==> src/timeout_pkg.sv <==
// Constants, register map and carrier types of the time-out reporting and discard count block.
package timeout_pkg;

  // Number of input buffer queues: posted, non-posted, completion, inserted.
  localparam int NUM_QUEUES = 4;

  // Register byte offsets.
  localparam logic [11:0] STATUS_OFFSET = 12'h754;
  localparam logic [11:0] CONTROL_OFFSET = 12'h758;
  localparam logic [11:0] COUNTS_OFFSET = 12'h75c;

  // Field positions of the reporting control register.
  localparam int POSTED_REPORT_LSB = 0;
  localparam int NONPOSTED_REPORT_LSB = 2;
  localparam int COMPLETION_REPORT_LSB = 4;
  localparam int INSERTED_REPORT_LSB = 6;
  localparam int REPORT_FIELD_W = 2;
  localparam int CONTROL_W = 8;

  // Field positions of the discard count register.
  localparam int POSTED_COUNT_LSB = 0;
  localparam int NONPOSTED_COUNT_LSB = 8;
  localparam int COMPLETION_COUNT_LSB = 16;
  localparam int INSERTED_COUNT_LSB = 24;
  localparam int COUNT_W = 8;

  // Reset values.
  localparam logic [1:0] POSTED_REPORT_RESET = 2'h2;
  localparam logic [1:0] NONPOSTED_REPORT_RESET = 2'h0;
  localparam logic [1:0] COMPLETION_REPORT_RESET = 2'h0;
  localparam logic [1:0] INSERTED_REPORT_RESET = 2'h2;
  localparam logic [7:0] CONTROL_RESET = {INSERTED_REPORT_RESET, COMPLETION_REPORT_RESET,
                                          NONPOSTED_REPORT_RESET, POSTED_REPORT_RESET};
  localparam logic [3:0] STATUS_RESET = 4'h0;
  localparam logic [7:0] COUNT_RESET = 8'h00;
  localparam logic [31:0] UNMAPPED_READ = 32'h0000_0000;

  // Timing: a packet older than this is discarded.
  localparam int TIMEOUT_MS = 50;
  localparam int CLK_KHZ = 100_000;
  localparam int AGE_LIMIT_CYCLES = TIMEOUT_MS * CLK_KHZ;

  // Reporting modes, in the order of their field codes.
  typedef enum logic [1:0] {
    RPT_NONE,
    RPT_COR,
    RPT_NONFATAL,
    RPT_FATAL
  } report_t;

  // Error message requests toward the root, one pulse per severity.
  typedef struct packed {
    logic cor;
    logic nonfatal;
    logic fatal;
  } err_msg_t;

  // Software register port request.
  typedef struct packed {
    logic [11:0] addr;
    logic [31:0] wdata;
    logic wr;
    logic rd;
  } reg_req_t;

endpackage : timeout_pkg

==> src/tlp_timeout_report_count.sv <==
// Per-port time-out discard, status, reporting control and discard count registers.
//
// Overview of operation
// - A packet at a queue head older than 50 ms is discarded.
// - Each queue has its own write-one-to-clear time-out status flag, bits 0 to 3.
// - Reporting acts only when a status flag goes from zero to one.
// - Setting 0 suppresses, 1 correctable, 2 non-fatal, 3 fatal error message.
// - Posted setting at bits 1:0, resets to 2, sticky, writable.
// - Non-posted setting at bits 3:2, resets to 0, sticky, writable.
// - Completion setting at bits 5:4, resets to 0, sticky, writable.
// - Inserted setting at bits 7:6, resets to 2, sticky; bits 31:8 read zero.
// - Posted discard count in bits 7:0 increments per posted discard.
// - Non-posted discard count in bits 15:8 increments per non-posted discard.
// - Completion discard count in bits 23:16 increments per completion discard.
// - Inserted discard count in bits 31:24 increments per inserted discard.
// - Each count stops at all ones and never wraps.
// - Reading the counts returns them and clears them; reset value zero, sticky.
`timescale 1ns/1ns
module tlp_timeout_report_count #(
  parameter int unsigned AGE_LIMIT = timeout_pkg::AGE_LIMIT_CYCLES
) (
  // Core clock and power-on or fundamental reset.
  input wire logic clk,
  input wire logic rstn,
  // Hot or link reset, one cycle or longer, on the core clock.
  input wire logic link_reset,
  // Queue heads of the port input buffer.
  input wire logic [3:0] head_valid,
  input wire logic [3:0] head_pop,
  // Age discard command to the port input buffer.
  output logic [3:0] discard_q,
  // Error message requests toward the root.
  output timeout_pkg::err_msg_t err_msg_q,
  // Software register port.
  input wire logic [11:0] addr,
  input wire logic [31:0] wdata,
  input wire logic wr,
  input wire logic rd,
  output logic [31:0] rdata_q
);

  localparam int NQ = timeout_pkg::NUM_QUEUES;
  localparam int AGE_W = $clog2(AGE_LIMIT);
  localparam logic [AGE_W-1:0] AGE_LAST = AGE_W'(AGE_LIMIT - 1);
  localparam int CW = timeout_pkg::COUNT_W;

  // Returns the reporting setting of one queue from the control register.
  function automatic timeout_pkg::report_t report_of(input logic [7:0] ctrl, input int q);
    logic [1:0] field;
    field = ctrl[q*timeout_pkg::REPORT_FIELD_W +: timeout_pkg::REPORT_FIELD_W];
    return timeout_pkg::report_t'(field);
  endfunction : report_of

  // Register request carried as one bundle.
  timeout_pkg::reg_req_t req;
  assign req = '{addr: addr, wdata: wdata, wr: wr, rd: rd};

  // Address decode.
  wire sel_status = (req.addr == timeout_pkg::STATUS_OFFSET);
  wire sel_control = (req.addr == timeout_pkg::CONTROL_OFFSET);
  wire sel_counts = (req.addr == timeout_pkg::COUNTS_OFFSET);
  wire wr_status = req.wr && sel_status;
  wire wr_control = req.wr && sel_control;
  wire rd_counts = req.rd && sel_counts;

  // Per-queue age tracking.
  logic [AGE_W-1:0] age_q [NQ];
  logic [AGE_W-1:0] age_d [NQ];
  logic [3:0] hit;

  // The age counter restarts when the head leaves, so the next packet is timed from
  // the moment it reaches the head; its time in the queue before that is not counted.
  generate
    for (genvar i = 0; i < NQ; i++)
    begin : g_age
      assign hit[i] = head_valid[i] && !head_pop[i] && (age_q[i] == AGE_LAST);
      assign age_d[i] = (link_reset || !head_valid[i] || head_pop[i] || hit[i]) ? '0
                      : AGE_W'(age_q[i] + 1'b1);

      always_ff @(posedge clk or negedge rstn)
      begin
        if (!rstn)
          age_q[i] <= '0;
        else
          age_q[i] <= age_d[i];
      end

      a_discard_age: assert property (@(posedge clk) disable iff (!rstn)
        discard_q[i] |-> ($past(age_q[i]) == AGE_LAST && $past(head_valid[i]))
      ) else $error("discard issued before the age limit");
    end
  endgenerate

  // Discard command pulses one cycle after the age limit is reached.
  always_ff @(posedge clk or negedge rstn)
  begin
    if (!rstn)
      discard_q <= 4'h0;
    else
      discard_q <= hit;
  end

  // Time-out status flags: a new time-out wins over a software clear in the same cycle.
  logic [3:0] flags_q;
  logic [3:0] flags_d;
  wire [3:0] w1c = wr_status ? req.wdata[3:0] : 4'h0;
  assign flags_d = link_reset ? hit : ((flags_q & ~w1c) | hit);

  always_ff @(posedge clk or negedge rstn)
  begin
    if (!rstn)
      flags_q <= timeout_pkg::STATUS_RESET;
    else
      flags_q <= flags_d;
  end

  // Reporting control: sticky, so the link reset leaves it alone.
  logic [7:0] control_q;
  wire [7:0] control_d = wr_control ? req.wdata[timeout_pkg::CONTROL_W-1:0] : control_q;

  always_ff @(posedge clk or negedge rstn)
  begin
    if (!rstn)
      control_q <= timeout_pkg::CONTROL_RESET;
    else
      control_q <= control_d;
  end

  // Error reporting on the zero-to-one edge of each flag.
  wire [3:0] rise = hit & ~flags_q;
  logic [3:0] want_cor;
  logic [3:0] want_nonfatal;
  logic [3:0] want_fatal;

  generate
    for (genvar i = 0; i < NQ; i++)
    begin : g_report
      assign want_cor[i] = rise[i] && (report_of(control_q, i) == timeout_pkg::RPT_COR);
      assign want_nonfatal[i] = rise[i] && (report_of(control_q, i) == timeout_pkg::RPT_NONFATAL);
      assign want_fatal[i] = rise[i] && (report_of(control_q, i) == timeout_pkg::RPT_FATAL);
    end
  endgenerate

  timeout_pkg::err_msg_t err_msg_d;
  assign err_msg_d = '{cor: |want_cor, nonfatal: |want_nonfatal, fatal: |want_fatal};

  always_ff @(posedge clk or negedge rstn)
  begin
    if (!rstn)
      err_msg_q <= '0;
    else
      err_msg_q <= err_msg_d;
  end

  // Discard counters: one saturating counter per queue, cleared together by a read.
  logic [CW-1:0] count [NQ];

  generate
    for (genvar i = 0; i < NQ; i++)
    begin : g_count
      sat_count #(
        .WIDTH(CW)
      ) u_count (
        .clk(clk),
        .rstn(rstn),
        .inc(hit[i]),
        .clr(rd_counts),
        .count_q(count[i])
      );
    end
  endgenerate

  // Count word layout: posted low, inserted high.
  wire [31:0] count_word = {count[3], count[2], count[1], count[0]};
  wire [31:0] status_word = {28'h000_0000, flags_q};
  wire [31:0] control_word = {24'h00_0000, control_q};

  // Read data selection; unmapped addresses read zero.
  wire [31:0] read_word = sel_status ? status_word
                        : sel_control ? control_word
                        : sel_counts ? count_word
                        : timeout_pkg::UNMAPPED_READ;

  always_ff @(posedge clk or negedge rstn)
  begin
    if (!rstn)
      rdata_q <= 32'h0000_0000;
    else if (req.rd)
      rdata_q <= read_word;
    else
      rdata_q <= 32'h0000_0000;
  end

  a_flag_sets: assert property (@(posedge clk) disable iff (!rstn)
    (hit[0] && wr_status && wdata[0]) |=> flags_q[0])
    else $error("time-out flag lost against a clear");

  a_flag_clears: assert property (@(posedge clk) disable iff (!rstn)
    (flags_q[1] && wr_status && wdata[1] && !hit[1] && !link_reset) |=> !flags_q[1])
    else $error("time-out flag not cleared by write one");

  a_posted_nonfatal: assert property (@(posedge clk) disable iff (!rstn)
    (rise[0] && control_q[1:0] == 2'h2) |=> err_msg_q.nonfatal)
    else $error("posted time-out not reported as non-fatal");

  a_inserted_fatal: assert property (@(posedge clk) disable iff (!rstn)
    (rise[3] && control_q[7:6] == 2'h3) |=> err_msg_q.fatal)
    else $error("inserted time-out not reported as fatal");

  a_nonposted_cor: assert property (@(posedge clk) disable iff (!rstn)
    (rise[1] && control_q[3:2] == 2'h1) |=> err_msg_q.cor)
    else $error("non-posted time-out not reported as correctable");

  a_setting_none: assert property (@(posedge clk) disable iff (!rstn)
    (control_q == 8'h00) |=> (err_msg_q == '0))
    else $error("report sent while all settings suppress it");

  a_edge_only: assert property (@(posedge clk) disable iff (!rstn)
    (flags_q == 4'hf) |=> (err_msg_q == '0))
    else $error("report sent while the flag stayed set");

  a_completion_write: assert property (@(posedge clk) disable iff (!rstn)
    wr_control |=> (control_q[5:4] == $past(wdata[5:4])))
    else $error("completion setting not written");

  a_control_sticky: assert property (@(posedge clk) disable iff (!rstn)
    (link_reset && !wr_control) |=> $stable(control_q))
    else $error("reporting control changed by link reset");

  a_reserved_zero: assert property (@(posedge clk) disable iff (!rstn)
    (req.rd && sel_control) |=> (rdata_q[31:8] == 24'h00_0000))
    else $error("reserved control bits read nonzero");

  a_count_read: assert property (@(posedge clk) disable iff (!rstn)
    rd_counts |=> (rdata_q == $past(count_word)))
    else $error("count read did not return the old value");

  a_counts_sticky: assert property (@(posedge clk) disable iff (!rstn)
    (link_reset && !rd_counts && hit == 4'h0) |=> $stable(count_word))
    else $error("discard counts changed by link reset");

endmodule : tlp_timeout_report_count

==> src/sat_count.sv <==
// Saturating event counter that clears on a software read.
`timescale 1ns/1ns
module sat_count #(
  parameter int WIDTH = timeout_pkg::COUNT_W
) (
  // Clock and power-on reset.
  input wire logic clk,
  input wire logic rstn,
  // Event and clearing read.
  input wire logic inc,
  input wire logic clr,
  // Current count.
  output logic [WIDTH-1:0] count_q
);

  localparam logic [WIDTH-1:0] ALL_ONES = {WIDTH{1'b1}};

  logic [WIDTH-1:0] count_d;
  wire at_max = (count_q == ALL_ONES);
  wire [WIDTH-1:0] count_inc = WIDTH'(count_q + 1'b1);

  // A read returns the old value; an event in the same cycle starts the next count at one.
  assign count_d = clr ? (inc ? WIDTH'(1) : '0)
                 : (inc && !at_max) ? count_inc
                 : count_q;

  always_ff @(posedge clk or negedge rstn)
  begin
    if (!rstn)
      count_q <= WIDTH'(timeout_pkg::COUNT_RESET);
    else
      count_q <= count_d;
  end

  a_count_saturates: assert property (@(posedge clk) disable iff (!rstn)
    (at_max && !clr) |=> (count_q == ALL_ONES))
    else $error("discard count left its saturated value");

  a_count_steps: assert property (@(posedge clk) disable iff (!rstn)
    (inc && !clr && !at_max) |=> (count_q == WIDTH'($past(count_q) + 1'b1)))
    else $error("discard count did not step by one");

  a_read_clears: assert property (@(posedge clk) disable iff (!rstn)
    (clr && !inc) |=> (count_q == '0))
    else $error("discard count not cleared by read");

  a_read_keeps_event: assert property (@(posedge clk) disable iff (!rstn)
    (clr && inc) |=> (count_q == WIDTH'(1)))
    else $error("discard lost during clearing read");

endmodule : sat_count

==> config.mk <==
export PLATFORM = sky130hd
export DESIGN_NAME = tlp_timeout_report_count
export DESIGN_NICKNAME = d
export VERILOG_FILES = /design/src/timeout_pkg.sv /design/src/tlp_timeout_report_count.sv /design/src/sat_count.sv
export SDC_FILE = /design/constraint.sdc
export NUM_CORES = 1
export LEC_CHECK = 0
export BUFFER_PORTS_ARGS = -buffer_cell sky130_fd_sc_hd__clkbuf_2
export CAP_MARGIN = 20
export CORE_AREA = 10 10 131 133
export DETAILED_ROUTE_END_ITERATION = 6
export DIE_AREA = 0 0 141 143
export PLACE_DENSITY = 0.84
export SYNTH_ARGS = -nofsm -noshare
export SYNTH_HDL_FRONTEND = slang
export SYNTH_SLANG_ARGS = --single-unit
==> constraint.sdc <==
create_clock -name clk -period 2.6 [get_ports clk]
set_input_delay 0.26 -clock clk [delete_from_list [all_inputs] [get_ports clk]]
set_output_delay 0.26 -clock clk [all_outputs]
set_load 0.03 [all_outputs]
==> metrics.md <==
| Metric | Value |
|---|---|
| Critical path peak fanout | `7` |
| Outcome | `complete, no violations` |
| Largest net degree at the start of global routing | `58` |
| Asr flop ratio synth | `100%` |
| Wl on met1 | `7920 um` |
| Final setup vio count | `0` |
| Critical path buffers and inverters | `0` |
| H-tree depth | `4` |
| Clock Skew | `0.0125 ns` |
| Syn_nets | `888` |
| Share of total power in combinational logic | `2.7%` |
| Sequential area share after synthesis | `53.2%` |
| Most instantiated cells after synthesis | `173 x dfrtp_1, 137 x nor2_1, 58 x nand2_1, 51 x nand3_1` |
| Cts hold-fix bufs | `1` |
| Mapped cell area | `8230 sq um` |
| Slew headroom | `44.3%` |
| Synth top area share | `52.6%` |
| LEAKAGE | `4.20 nW` |
| CP endpoint kind | `flip-flop` |
| CP Class | `flip-flop to flip-flop` |
| Avg Inst Size Synth | `10.0 sq um` |
| Startpoint Class | `flip-flop` |
| Period utilisation layout | `96.1%` |
| Die width | `141 um` |
| Met2 wire length | `9030 um` |
| Synth Flop Type | `dfrtp_1` |
| Clock power frac | `48.1%` |
| Dpl hpwl | `12,500 um` |
| Share of layout cells above drive strength 1 | `15.5%` |
| Sw Pwr | `1.14 mW` |
| Crit-path leading delay family | `simple AND/OR/NAND/NOR gates` |
| RePlAce Congestion | `0.883` |
| Resize count post-CTS | `0` |
| Starting density of the core | `57.1%` |
| Post-place setup slack | `0.162 ns` |
| Longest Clk Path Bufs | `2` |
| Internal power | `4.43 mW` |
| DRC Markers | `0` |
| Max stage delay on crit path | `0.55 ns` |
| Total track usage | `18.7%` |
| Core Area | `14,400 sq um` |
| Chip height | `143 um` |
| Power density cells | `581 nW/um^2` |
| Synth area leaders | `dfrtp_1 53%, nor2_1 6.2%, xnor2_1 5.0%, xor2_1 5.0%, nand3_1 3.1%` |
| Min-Delay Path Class | `input port to flip-flop` |
| Uppermost routed layer | `met4` |
| Ant. Diodes | `0` |
| Req. time, crit path | `2.96 ns` |
| Slew Viols, Final | `0` |
| Root Driver | `clkbuf_16` |
| CTS Sinks | `175` |
| Setup Buffers After CTS | `0` |
| Sequential Power Share | `49.3%` |
| Worst-Skew Late Latency | `0.43 ns` |
| Layout area overhead | `16.3%` |
| Vias | `6,391` |
| Wire length of the first global-routing pass | `31,000 um` |
| Buffers on Ports | `71` |
| IO Pins | `96` |
| DRT Wirelength | `18,400 um` |
| Cell chain of the critical path | `or4b_1 > or4_4 > or2_0 > or4_1 > a21oi_1` |
| Worst slew pin tran | `0.829 ns` |
| Avg Vias per Cell | `5.76` |
| Max-cap violations | `0` |
| Yosys top cell by area | `dfrtp_1` |
| Initial antenna violation count | `0` |
| DIE AREA | `20,200 sq um` |
| Ys Warns | `0` |
| Met3 routed WL | `1080 um` |
| Worst path slowest cell | `or4_1` |
| TritonCTS clock tree | `built` |
| RSZ-0062 raised after global routing | `no` |
| Most common cell in the netlist | `dfrtp_1` |
| Drt first pass iters | `5` |
| Seq cells post-synth | `175` |
| Fin crit period | `2.50 ns` |
| Yosys cell types | `54` |
| Final Hold Violating Endpoints | `0` |
| DRT antenna net count | `0` |
| Wire per inst | `16.6 um` |
| Initial DRC count | `539` |
| Setup TNS | `0 ns` |
| PnR worst setup slack | `0.102 ns` |
| Core Rows | `44` |
| Clock transition at path regs | `0.06 ns` |
| EDFF count, synth | `0` |
| Sw frac | `20.5%` |
| Worst Path Arrival | `2.86 ns` |
| CTS buffer count | `17` |
| Syn Inst Count | `823` |
| Fillers | `1,080` |
| Layout Nets | `977` |
| Grt total ovfl | `0` |
| Worst vdd ir | `0.000504 V` |
| Achievable clock frequency | `0.400 GHz` |
| Vias in the first global route | `6,297` |
cell families after synthesis:
| kind of cell | after synthesis | share of synthesized area [%] |
|---|---|---|
| muxes | 17 | 2.19 |
| AOI/OAI and AO/OA | 53 | 4.24 |
| and+or+nand+nor | 427 | 26.9 |
| buffers and inverters | 49 | 2.28 |
| adders and majority gates | 8 | 1.22 |
| DFF | 175 | 53.2 |
| xor gates and xnor gates | 94 | 10.0 |
power groups by stage:
stage / registers (mW) / logic (mW) / clock network (mW)
global route: 2.74 / 0.169 / 2.84
global placement: 2.79 / 0.149 / 0
finish: 2.74 / 0.149 / 2.67
floorplan: 2.79 / 0.0459 / 0
CTS: 2.74 / 0.153 / 2.71
detailed placement: 2.79 / 0.151 / 0
tightest hold or removal path, cell delays in order:
cell,delay [ns]
clkbuf_2,0.08
nand2_1,0.04
o21ai_0,0.07
area by class of cell:
cell class	count	area (sq um)	share of cell area [%]
clock buffers	20	457	4.77
clock inverters	12	165	1.72
inverters	24	90.1	0.941
multi-input cells	599	3670	38.3
flip-flops and latches	175	4380	45.7
well taps	184	230	2.40
repair buffers	95	582	6.07
final timing paths:
check / cells after the start / to / slack [ns] / start
hold reg to reg: 1 / age_q[46] / 0.49 / age_q[46]
min in group asynchronous: 2 / rdata_q[31] / 0.31 / rstn
setup / recovery: 5 / g_count[0].u_count.count_q[6] / 0.10 / age_q[81]
setup reg to reg: 5 / g_count[0].u_count.count_q[6] / 0.10 / age_q[81]
max in group asynchronous: 3 / control_q[1] / 1.53 / rstn
hold / removal: 3 / control_q[7] / 0.03 / wdata[7]
layout by cell type (no fill, tap or decap), types with 15 or more instances in the layout:
master and instances:
xnor2_1 47, clkbuf_2 70, dfrtp_1 173, and2_1 22, clkbuf_16 17, inv_1 24, nor3_1 28, nand4_1 34
buf_4 20, nor2_1 136, a21oi_1 16, xor2_1 47, nand3_1 51, nor4_1 18, and4_1 15, nand2_1 58
state kept, by name (all words and copies together), names as in the netlist:
register,count
rdata_q,32
control_q,8
g_count.u_count.count_q,32
flags_q,4
age_q,92
discard_q,4
err_msg_q,3
routing by layer:
| layer | vias up | track usage [%] |
|---|---|---|
| met4 | 0 | 6.36 |
| met3 | 32 | 5.64 |
| met1 | 3117 | 23.4 |
| met5 | - | 0 |
| li1 | 3052 | - |
| met2 | 190 | 30.5 |
through the flow:
step	instances	area, sq um	total power, mW	hold slack, ns	utilization (%)
floorplan	823	8230	2.84	-0.0356	-
finish	1109	9580	5.57	0.0318	66.4
global route	1109	9580	5.75	0.0511	66.4
CTS	1109	9580	5.61	0.0296	66.4
global placement	1076	8950	2.94	0.194	62.0
detailed placement	1076	8950	2.94	0.191	62.0
Note: power is estimated with default switching activity, not from simulation.
